===== src/agc_pkg.sv =====
package agc_pkg;

  // Register offsets
  localparam logic [7:0] AGC_ADDR_STATUS  = 8'h00;
  localparam logic [7:0] AGC_ADDR_GENERAL = 8'h01;
  localparam logic [7:0] AGC_ADDR_DATA    = 8'h02;
  localparam logic [7:0] AGC_ADDR_OSR     = 8'h03;

  // Status register fields
  localparam int AGC_ST_FIXED_ONE  = 7;
  localparam int AGC_ST_RMS_DONE   = 4;
  localparam int AGC_ST_AVG_DONE   = 3;
  localparam int AGC_ST_CRC_IN_ERR = 1;
  localparam int AGC_ST_BROWN_OUT  = 0;
  localparam logic [7:0] AGC_ST_W1C_MASK = 8'h1b;
  localparam logic [7:0] AGC_ST_RESET    = 8'h01;

  // General control fields
  localparam int AGC_GC_ROOT_MEAN_SQUARE_ENABLE   = 7;
  localparam int AGC_GC_CRC_EN   = 6;
  localparam int AGC_GC_STATISTICS_ENABLE = 5;
  localparam int AGC_GC_WIN_EN   = 4;
  localparam int AGC_GC_CONV_ST  = 3;
  localparam int AGC_GC_FORCE_AN = 2;
  localparam int AGC_GC_OFS_CAL  = 1;
  localparam int AGC_GC_SW_RST   = 0;
  localparam logic [7:0] AGC_GC_STORE_MASK = 8'hf6;
  localparam logic [7:0] AGC_GC_RESET      = 8'h00;

  // Output data format fields
  localparam int AGC_DF_FIXED_PAT = 7;
  localparam int AGC_DF_APPEND_LO = 4;
  localparam logic [7:0] AGC_DF_STORE_MASK = 8'hb0;
  localparam logic [7:0] AGC_DF_RESET      = 8'h00;

  // Averaging ratio fields
  localparam int AGC_OS_RATIO_LO = 0;
  localparam logic [7:0] AGC_OS_STORE_MASK = 8'h07;
  localparam logic [7:0] AGC_OS_RESET      = 8'h00;

  // Append codes
  localparam logic [1:0] AGC_APP_NONE   = 2'h0;
  localparam logic [1:0] AGC_APP_CHAN   = 2'h1;
  localparam logic [1:0] AGC_APP_STATUS = 2'h2;

  localparam logic [11:0] AGC_FIXED_CODE = 12'ha5a;

  typedef enum logic [2:0] {
    AGC_CONV_IDLE    = 3'h1,
    AGC_CONV_STRETCH = 3'h2,
    AGC_CONV_FREE    = 3'h4
  } agc_conv_e;

endpackage


===== src/agc_config_regs.sv =====
module agc_config_regs
  import agc_pkg::*;
(
  input  wire logic        clk_sys_i,
  input  wire logic        reset_i,
  input  wire logic [7:0]  reg_addr_i,
  input  wire logic [7:0]  reg_wdata_i,
  input  wire logic        reg_wr_i,
  input  wire logic        reg_rd_i,
  input  wire logic        crc_mismatch_i,
  input  wire logic        averaging_done_i,
  input  wire logic        rms_done_i,
  input  wire logic        calibration_done_i,
  input  wire logic        brown_out_i,
  input  wire logic        ninth_falling_edge_i,
  input  wire logic        conversion_done_i,
  input  wire logic [11:0] adc_code_i,
  input  wire logic [3:0]  channel_id_i,
  input  wire logic [3:0]  status_nibble_i,
  output logic [7:0]       reg_rdata_o,
  output logic             reg_rvalid_o,
  output logic             root_mean_square_enable_o,
  output logic             root_mean_square_clear_o,
  output logic             crc_enable_o,
  output logic             statistics_enable_o,
  output logic             statistics_clear_o,
  output logic             window_comparator_enable_o,
  output logic             window_comparator_reset_o,
  output logic             conversion_start_o,
  output logic             scl_stretch_o,
  output logic             force_all_analog_o,
  output logic             offset_calibration_run_o,
  output logic             write_blocked_o,
  output logic [1:0]       append_mode_o,
  output logic [7:0]       averaging_count_o,
  output logic [15:0]      data_word_o
);

  logic [7:0]  status_r;
  logic [7:0]  status_nxt;
  logic [7:0]  general_r;
  logic [7:0]  general_nxt;
  logic [7:0]  format_r;
  logic [7:0]  format_nxt;
  logic [7:0]  ratio_r;
  logic [7:0]  ratio_nxt;
  logic [7:0]  rdata_r;
  logic [7:0]  rdata_nxt;
  logic        rvalid_r;
  logic        rvalid_nxt;
  logic [15:0] data_r;
  logic [15:0] data_nxt;
  logic        rms_clr_r;
  logic        rms_clr_nxt;
  logic        stats_clr_r;
  logic        stats_clr_nxt;
  logic        start_r;
  logic        start_nxt;
  agc_conv_e   conv_r;
  agc_conv_e   conv_nxt;
  logic        bo_meta_r;
  logic        bo_sync_r;
  logic        bo_last_r;
  logic        write_ok;
  logic        sw_start;
  logic [1:0]  append_eff;
  logic [3:0]  append_bits;

  // Brown-out arrives from analog supervisor, not this clock
  always_ff @(posedge clk_sys_i) begin
    if (reset_i) begin
      bo_meta_r <= 1'b0;
      bo_sync_r <= 1'b0;
      bo_last_r <= 1'b0;
    end else begin
      bo_meta_r <= brown_out_i;
      bo_sync_r <= bo_meta_r;
      bo_last_r <= bo_sync_r;
    end
  end

  // Only status and general control pass while CRC error is pending
  assign write_ok = reg_wr_i && (!status_r[AGC_ST_CRC_IN_ERR] ||
                    reg_addr_i == AGC_ADDR_STATUS ||
                    reg_addr_i == AGC_ADDR_GENERAL);
  assign sw_start = write_ok && reg_addr_i == AGC_ADDR_GENERAL &&
                    reg_wdata_i[AGC_GC_CONV_ST];

  // Reserved bits are masked on write and masked again on read
  // Register bank next state
  always_comb begin
    status_nxt    = status_r;
    general_nxt   = general_r;
    format_nxt    = format_r;
    ratio_nxt     = ratio_r;
    rms_clr_nxt   = 1'b0;
    stats_clr_nxt = 1'b0;
    if (calibration_done_i) begin
      general_nxt[AGC_GC_OFS_CAL] = 1'b0;
    end
    if (write_ok) begin
      case (reg_addr_i)
        AGC_ADDR_STATUS: begin
          status_nxt = status_r & ~(reg_wdata_i & AGC_ST_W1C_MASK);
        end
        AGC_ADDR_GENERAL: begin
          // Start and reset bits are never stored
          general_nxt   = reg_wdata_i & AGC_GC_STORE_MASK;
          rms_clr_nxt   = reg_wdata_i[AGC_GC_ROOT_MEAN_SQUARE_ENABLE];
          stats_clr_nxt = reg_wdata_i[AGC_GC_STATISTICS_ENABLE];
        end
        AGC_ADDR_DATA: begin
          format_nxt = reg_wdata_i & AGC_DF_STORE_MASK;
        end
        AGC_ADDR_OSR: begin
          ratio_nxt = reg_wdata_i & AGC_OS_STORE_MASK;
        end
        default: begin
        end
      endcase
    end
    // Events set after clears so a same-cycle set is kept
    if (averaging_done_i) begin
      status_nxt[AGC_ST_AVG_DONE] = 1'b1;
    end
    if (rms_done_i) begin
      status_nxt[AGC_ST_RMS_DONE] = 1'b1;
    end
    if (crc_mismatch_i && general_r[AGC_GC_CRC_EN]) begin
      status_nxt[AGC_ST_CRC_IN_ERR] = 1'b1;
    end
    if (bo_sync_r && !bo_last_r) begin
      status_nxt[AGC_ST_BROWN_OUT] = 1'b1;
    end
    if (write_ok && reg_addr_i == AGC_ADDR_GENERAL &&
        reg_wdata_i[AGC_GC_SW_RST]) begin
      // Completes in one cycle, so the bit never reads as 1
      status_nxt    = AGC_ST_RESET;
      general_nxt   = AGC_GC_RESET;
      format_nxt    = AGC_DF_RESET;
      ratio_nxt     = AGC_OS_RESET;
      rms_clr_nxt   = 1'b0;
      stats_clr_nxt = 1'b0;
    end
  end

  always_ff @(posedge clk_sys_i) begin
    if (reset_i) begin
      status_r    <= AGC_ST_RESET;
      general_r   <= AGC_GC_RESET;
      format_r    <= AGC_DF_RESET;
      ratio_r     <= AGC_OS_RESET;
      rms_clr_r   <= 1'b0;
      stats_clr_r <= 1'b0;
    end else begin
      status_r    <= status_nxt;
      general_r   <= general_nxt;
      format_r    <= format_nxt;
      ratio_r     <= ratio_nxt;
      rms_clr_r   <= rms_clr_nxt;
      stats_clr_r <= stats_clr_nxt;
    end
  end

  // Unmapped reads answer zero rather than stall the host
  // Read port, answered one cycle after the strobe
  always_comb begin
    rdata_nxt  = rdata_r;
    rvalid_nxt = reg_rd_i;
    if (reg_rd_i) begin
      case (reg_addr_i)
        AGC_ADDR_STATUS: begin
          rdata_nxt = (status_r & AGC_ST_W1C_MASK) |
                      (8'h01 << AGC_ST_FIXED_ONE);
        end
        AGC_ADDR_GENERAL: rdata_nxt = general_r & AGC_GC_STORE_MASK;
        AGC_ADDR_DATA:    rdata_nxt = format_r & AGC_DF_STORE_MASK;
        AGC_ADDR_OSR:     rdata_nxt = ratio_r & AGC_OS_STORE_MASK;
        default:          rdata_nxt = 8'h00;
      endcase
    end
  end

  always_ff @(posedge clk_sys_i) begin
    if (reset_i) begin
      rdata_r  <= 8'h00;
      rvalid_r <= 1'b0;
    end else begin
      rdata_r  <= rdata_nxt;
      rvalid_r <= rvalid_nxt;
    end
  end

  // Soft reset leaves a running conversion to finish
  // Starts seen outside idle are dropped, not queued
  // Conversion trigger; stretching stays until converter reports done
  always_comb begin
    conv_nxt  = conv_r;
    start_nxt = 1'b0;
    case (conv_r)
      AGC_CONV_IDLE: begin
        if (sw_start) begin
          conv_nxt  = AGC_CONV_FREE;
          start_nxt = 1'b1;
        end else if (ninth_falling_edge_i) begin
          conv_nxt  = AGC_CONV_STRETCH;
          start_nxt = 1'b1;
        end
      end
      AGC_CONV_STRETCH: begin
        if (conversion_done_i) begin
          conv_nxt = AGC_CONV_IDLE;
        end
      end
      AGC_CONV_FREE: begin
        if (conversion_done_i) begin
          conv_nxt = AGC_CONV_IDLE;
        end
      end
      default: conv_nxt = AGC_CONV_IDLE;
    endcase
  end

  always_ff @(posedge clk_sys_i) begin
    if (reset_i) begin
      conv_r  <= AGC_CONV_IDLE;
      start_r <= 1'b0;
    end else begin
      conv_r  <= conv_nxt;
      start_r <= start_nxt;
    end
  end

  // Word is captured on done, so a late format change waits
  // Output word: 12-bit code then 4-bit append, zero if none
  assign append_eff = (format_r[AGC_DF_APPEND_LO +: 2] == AGC_APP_CHAN ||
                       format_r[AGC_DF_APPEND_LO +: 2] == AGC_APP_STATUS)
                      ? format_r[AGC_DF_APPEND_LO +: 2]
                      : AGC_APP_NONE;

  always_comb begin
    case (append_eff)
      AGC_APP_CHAN:   append_bits = channel_id_i;
      AGC_APP_STATUS: append_bits = status_nibble_i;
      default:        append_bits = 4'h0;
    endcase
    data_nxt = data_r;
    if (conversion_done_i) begin
      data_nxt = {format_r[AGC_DF_FIXED_PAT] ? AGC_FIXED_CODE : adc_code_i,
                  append_bits};
    end
  end

  always_ff @(posedge clk_sys_i) begin
    if (reset_i) begin
      data_r <= 16'h0000;
    end else begin
      data_r <= data_nxt;
    end
  end

  assign reg_rdata_o                = rdata_r;
  assign reg_rvalid_o               = rvalid_r;
  assign root_mean_square_enable_o  = general_r[AGC_GC_ROOT_MEAN_SQUARE_ENABLE];
  assign root_mean_square_clear_o   = rms_clr_r;
  assign crc_enable_o               = general_r[AGC_GC_CRC_EN];
  assign statistics_enable_o        = general_r[AGC_GC_STATISTICS_ENABLE];
  assign statistics_clear_o         = stats_clr_r;
  assign window_comparator_enable_o = general_r[AGC_GC_WIN_EN];
  assign window_comparator_reset_o  = !general_r[AGC_GC_WIN_EN];
  assign conversion_start_o         = start_r;
  assign scl_stretch_o              = (conv_r == AGC_CONV_STRETCH);
  assign force_all_analog_o         = general_r[AGC_GC_FORCE_AN];
  assign offset_calibration_run_o   = general_r[AGC_GC_OFS_CAL];
  assign write_blocked_o            = status_r[AGC_ST_CRC_IN_ERR];
  assign append_mode_o              = append_eff;
  // Count runs one to 128; the averaging engine reads it directly
  assign averaging_count_o          =
    8'h01 << ratio_r[AGC_OS_RATIO_LO +: 3];
  assign data_word_o                = data_r;

endmodule


===== config.mk =====
export PLATFORM = sky130hd
export DESIGN_NAME = agc_config_regs
export DESIGN_NICKNAME = d
export VERILOG_FILES = /design/src/agc_pkg.sv /design/src/agc_config_regs.sv
export SDC_FILE = /design/constraint.sdc
export NUM_CORES = 1
export LEC_CHECK = 0
export ABC_AREA = 1
export BUFFER_PORTS_ARGS = -buffer_cell sky130_fd_sc_hd__buf_4
export CAP_MARGIN = 10
export CORE_MARGIN = 2
export CORE_UTILIZATION = 45
export DETAILED_ROUTE_END_ITERATION = 7
export PLACE_DENSITY_LB_ADDON = 0.08
export SYNTH_ARGS = -nofsm -noshare
export SYNTH_HDL_FRONTEND = slang
export SYNTH_SLANG_ARGS = --single-unit

===== constraint.sdc =====
create_clock -name clk_sys_i -period 1.4 [get_ports clk_sys_i]
set_input_delay 0.28 -clock clk_sys_i [delete_from_list [all_inputs] [get_ports clk_sys_i]]
set_output_delay 0.28 -clock clk_sys_i [all_outputs]
set_load 0.01 [all_outputs]

==> implementation parameters <==
Parameter                              Value

Power
  Clock Power Share    between 30% and 40%
  Worst vdd ir    around 0.55 mV
  Leak Pwr    ~1.6 nW
  Gate power share    around an eighth
  Relative contribution of sequential cells to total power    54.5%
  Switching Fraction    24.62%
  Power density of the placed cells    810.0 nW/um^2
  Internal power of the cells    just over 2 mW
  Switch Pwr    ~670 uW
  Overall Power    2.702 mW

Setup path
  Critical path endpoint category    output port
  Data arrival, critical path    approximately 1.1 ns
  Required arrival time at the worst endpoint    around 1.1 ns
  Largest fanout on the critical path    6
  Kind of critical path    flip-flop to output port
  Category of the worst setup path launch point    flip-flop

Layout
  Final standard cell area without fillers    ~3300 um^2
  Final cell utilization of the core    between 60% and 70%
  Final non-filler cell total    between 400 and 500
  Layout cells sized above 1    between 30% and 40%
  Synth-to-layout area growth    42.80%
  Diode count    0
  Fin nets    468

Drt
  Detail-routed via count per cell    roughly 4.7
  Total length of routed wires    roughly 6 mm
  DRT antenna net count    0
  Average routed wire per standard cell    ~12 um
  Count of unresolved DRC violations after routing    0
  Count of TritonRoute iterations in the first routing pass    5
  Violation count after the first detailed-route iteration    between 90 and 100
  Overall via count from detail_route    approximately 2300

Timing
  Max_slew headroom    between 80 and 90%
  Achievable Freq    0.7244 GHz
  Skew final    just under 0.007 ns
  Final count of negative-setup-slack endpoints    0
  Sum Neg Setup Slack    0 ns
  Number of pins with negative max-slew slack in the final report    0
  RSZ-0062 raised after global routing    yes
  Post-route fraction of the period consumed by the critical path    98.61%
  Final number of hold-violating endpoints    0
  Time the final worst path needs with I/O delays and setup    between 1 and 1.5 ns
  Worst slew pin tran    roughly 0.26 ns

Floorplanning
  Core Footprint    5042 um^2
  Boundary Pins    94
  Placement row count    26
  Die outline height    76.05 um
  Area of the die    about 5800 um^2
  Initial core utilization    around 46%
  Die W    about 76 um

Placement
  Post-detailed-placement cell area    3216 um^2
  Placer's final routability congestion estimate    0.8017
  Instance count after placement with tap cells included    480
  IO buf count    93
  DPL Wire Length    ~4.7 mm

Global routing
  Largest net degree at the start of global routing    16
  Total congestion overflow after global routing    0
  First-pass GRT wire length    ~10 mm
  Total routing usage reported by global routing    21.41%
  Antenna violations before repair    0
  Vias in the first global route    2259

Synth
  Most numerous cell types in the synthesized netlist    nand2_1 (81), dfxtp_1 (50), inv_1 (37), nor2_1 (22), a21oi_1 (21)
  Asr flop ratio synth    0%
  #FFs+latches synth    50
  Number of standard cells after synthesis    roughly 310
  Most common cell in the netlist    nand2_1
  Unique masters post-synth    30
  Top cell type by total area after synthesis    dfxtp_1
  Count of flip-flops with a built-in enable after synthesis    0
  Area share of the leading cell type in the synthesized netlist    a little over two fifths
  Post-synth top flop    dfxtp_1
  Sequential area share after synthesis    around 43%
  Net count after synthesis    359
  Cell area after synthesis    between 2000 and 2500 um^2
  Syn avg cell area    approximately 7.6 um^2
  Count of synthesis-stage warnings from yosys    0
  Cell types with the largest area share after synthesis    dfxtp_1 (43%), nand2_1 (13%), inv_1 (5.9%)

CTS
  Worst-path clk slew    about 0.090 ns
  Buffer depth of the longest clock path    2
  Total clock buffers created by CTS    5
  CTS tree    yes
  Clock Sinks    50
  Skew-Pair Late Insertion Delay    approximately 0.3 ns
  Maximum level of the CTS H-tree    2
  Root buffer cell    clkbuf_8

Worst hold path
  Class of the tightest hold or removal check    input pin to flip-flop

Status
  Run status    completed

Flow run
  Maximum capacitance violations    0
## timing repair
action                     in CTS  in global routing
pin swaps                       0                  1
hold buffers                    0                  0
setup buffers                   0                  0
gates resized for setup         6                  4
setup endpoints to repair       8                  9
hold endpoints to repair        0                  0
cloned                          0                  0
## routing by layer
metal | GRT usage, % | up-vias | wire length, um
met5 | 0 | - | 0
met2 | 38.93 | 72 | 2934
li1 | - | 1211 | -
met1 | 25.88 | 1030 | 2692
met4 | 4.727 | 0 | 29
met3 | 4.739 | 2 | 340
## through the flow
stage | hold slack, ns | setup slack (ns)
floorplan | 0.3870 | 0.1932
global placement | 0.3946 | -0.04208
detailed placement | 0.4004 | -0.06272
CTS | 0.1804 | 0.008844
global route | 0.1985 | -0.06885
finish | 0.1820 | 0.01946
## critical path, stage by stage (launching register included)
cell and delay [ns]:
dfxtp_4 0.39, inv_1 0.09, nor3_1 0.18, buf_4 0.15
## sequential cells by signal, summed over array words and instances (netlist names), 3 cells and up
signal,count
conv_r,3
data_word_o,16
format_r,3
general_r,6
ratio_r,3
reg_rdata_o,8
status_r,4
## power groups by stage
stage                     registers [mW]  clock network, mW  logic, mW
after global placement              1.51                  0      0.356
after floorplan                     1.52                  0      0.141
final                               1.47              0.868      0.361
after detailed placement            1.51                  0      0.361
after global routing                1.48              0.942      0.399
after CTS                           1.48              0.881      0.363
## final timing paths
kind	startpoint	to	slack [ns]	cells after the start
worst max-delay path	ratio_r[2]$_SDFFE_PP0P_	averaging_count_o[5]	0.02	3
worst min-delay path	averaging_done_i	status_r[3]$_SDFFE_PP0P_	0.18	3
worst max register to register	format_r[4]$_SDFFE_PP0P_	data_word_o[1]$_SDFFE_PP0P_	0.21	5
worst min register to register	bo_meta_r$_SDFF_PP0_	bo_sync_r$_SDFF_PP0_	0.42	2
## cell usage in the layout (no fill, tap or decap), types with 2 or more instances in the layout
| cell | synthesis | layout |
|---|---|---|
| o211ai_1 | 2 | 2 |
| inv_1 | 37 | 37 |
| nor2_1 | 22 | 22 |
| dfxtp_4 | 0 | 4 |
| nand3_2 | 3 | 3 |
| o221a_2 | 6 | 6 |
| dfxtp_1 | 50 | 46 |
| nand4_1 | 8 | 8 |
| o21ai_1 | 2 | 2 |
| a21oi_1 | 21 | 21 |
| a21oi_2 | 6 | 6 |
| nand2_1 | 81 | 81 |
| nor2_2 | 5 | 5 |
| buf_4 | 0 | 109 |
| a22o_1 | 4 | 4 |
| ha_1 | 4 | 4 |
| o21ai_0 | 3 | 3 |
| nand3_1 | 15 | 15 |
| nand2_2 | 6 | 6 |
| nand2_4 | 2 | 2 |
| nor3_2 | 2 | 4 |
| inv_2 | 2 | 2 |
| clkinv_1 | 2 | 2 |
| clkbuf_8 | 0 | 6 |
| nor3_1 | 12 | 10 |
## layout make-up
cell class / count / area, um^2
inverter: 42 / 170.2
fill: 457 / 1707
clock inverter: 2 / 12.51
multi-input combinational: 208 / 1129
timing repair buffer: 110 / 838.3
sequential: 50 / 1016
clock buffer: 6 / 82.58
tap: 70 / 87.58
## logic make-up after synthesis
group / count (synthesis) / synth area share, %
adder cells (fa/ha/maj): 4 / 2.143
buffers and inverters: 50 / 9.266
flip-flops: 50 / 42.85
AND/OR/NAND/NOR: 158 / 31.87
AO/OA/AOI/OAI: 46 / 13.87
No activity file was read; power rests on OpenSTA's default activity.
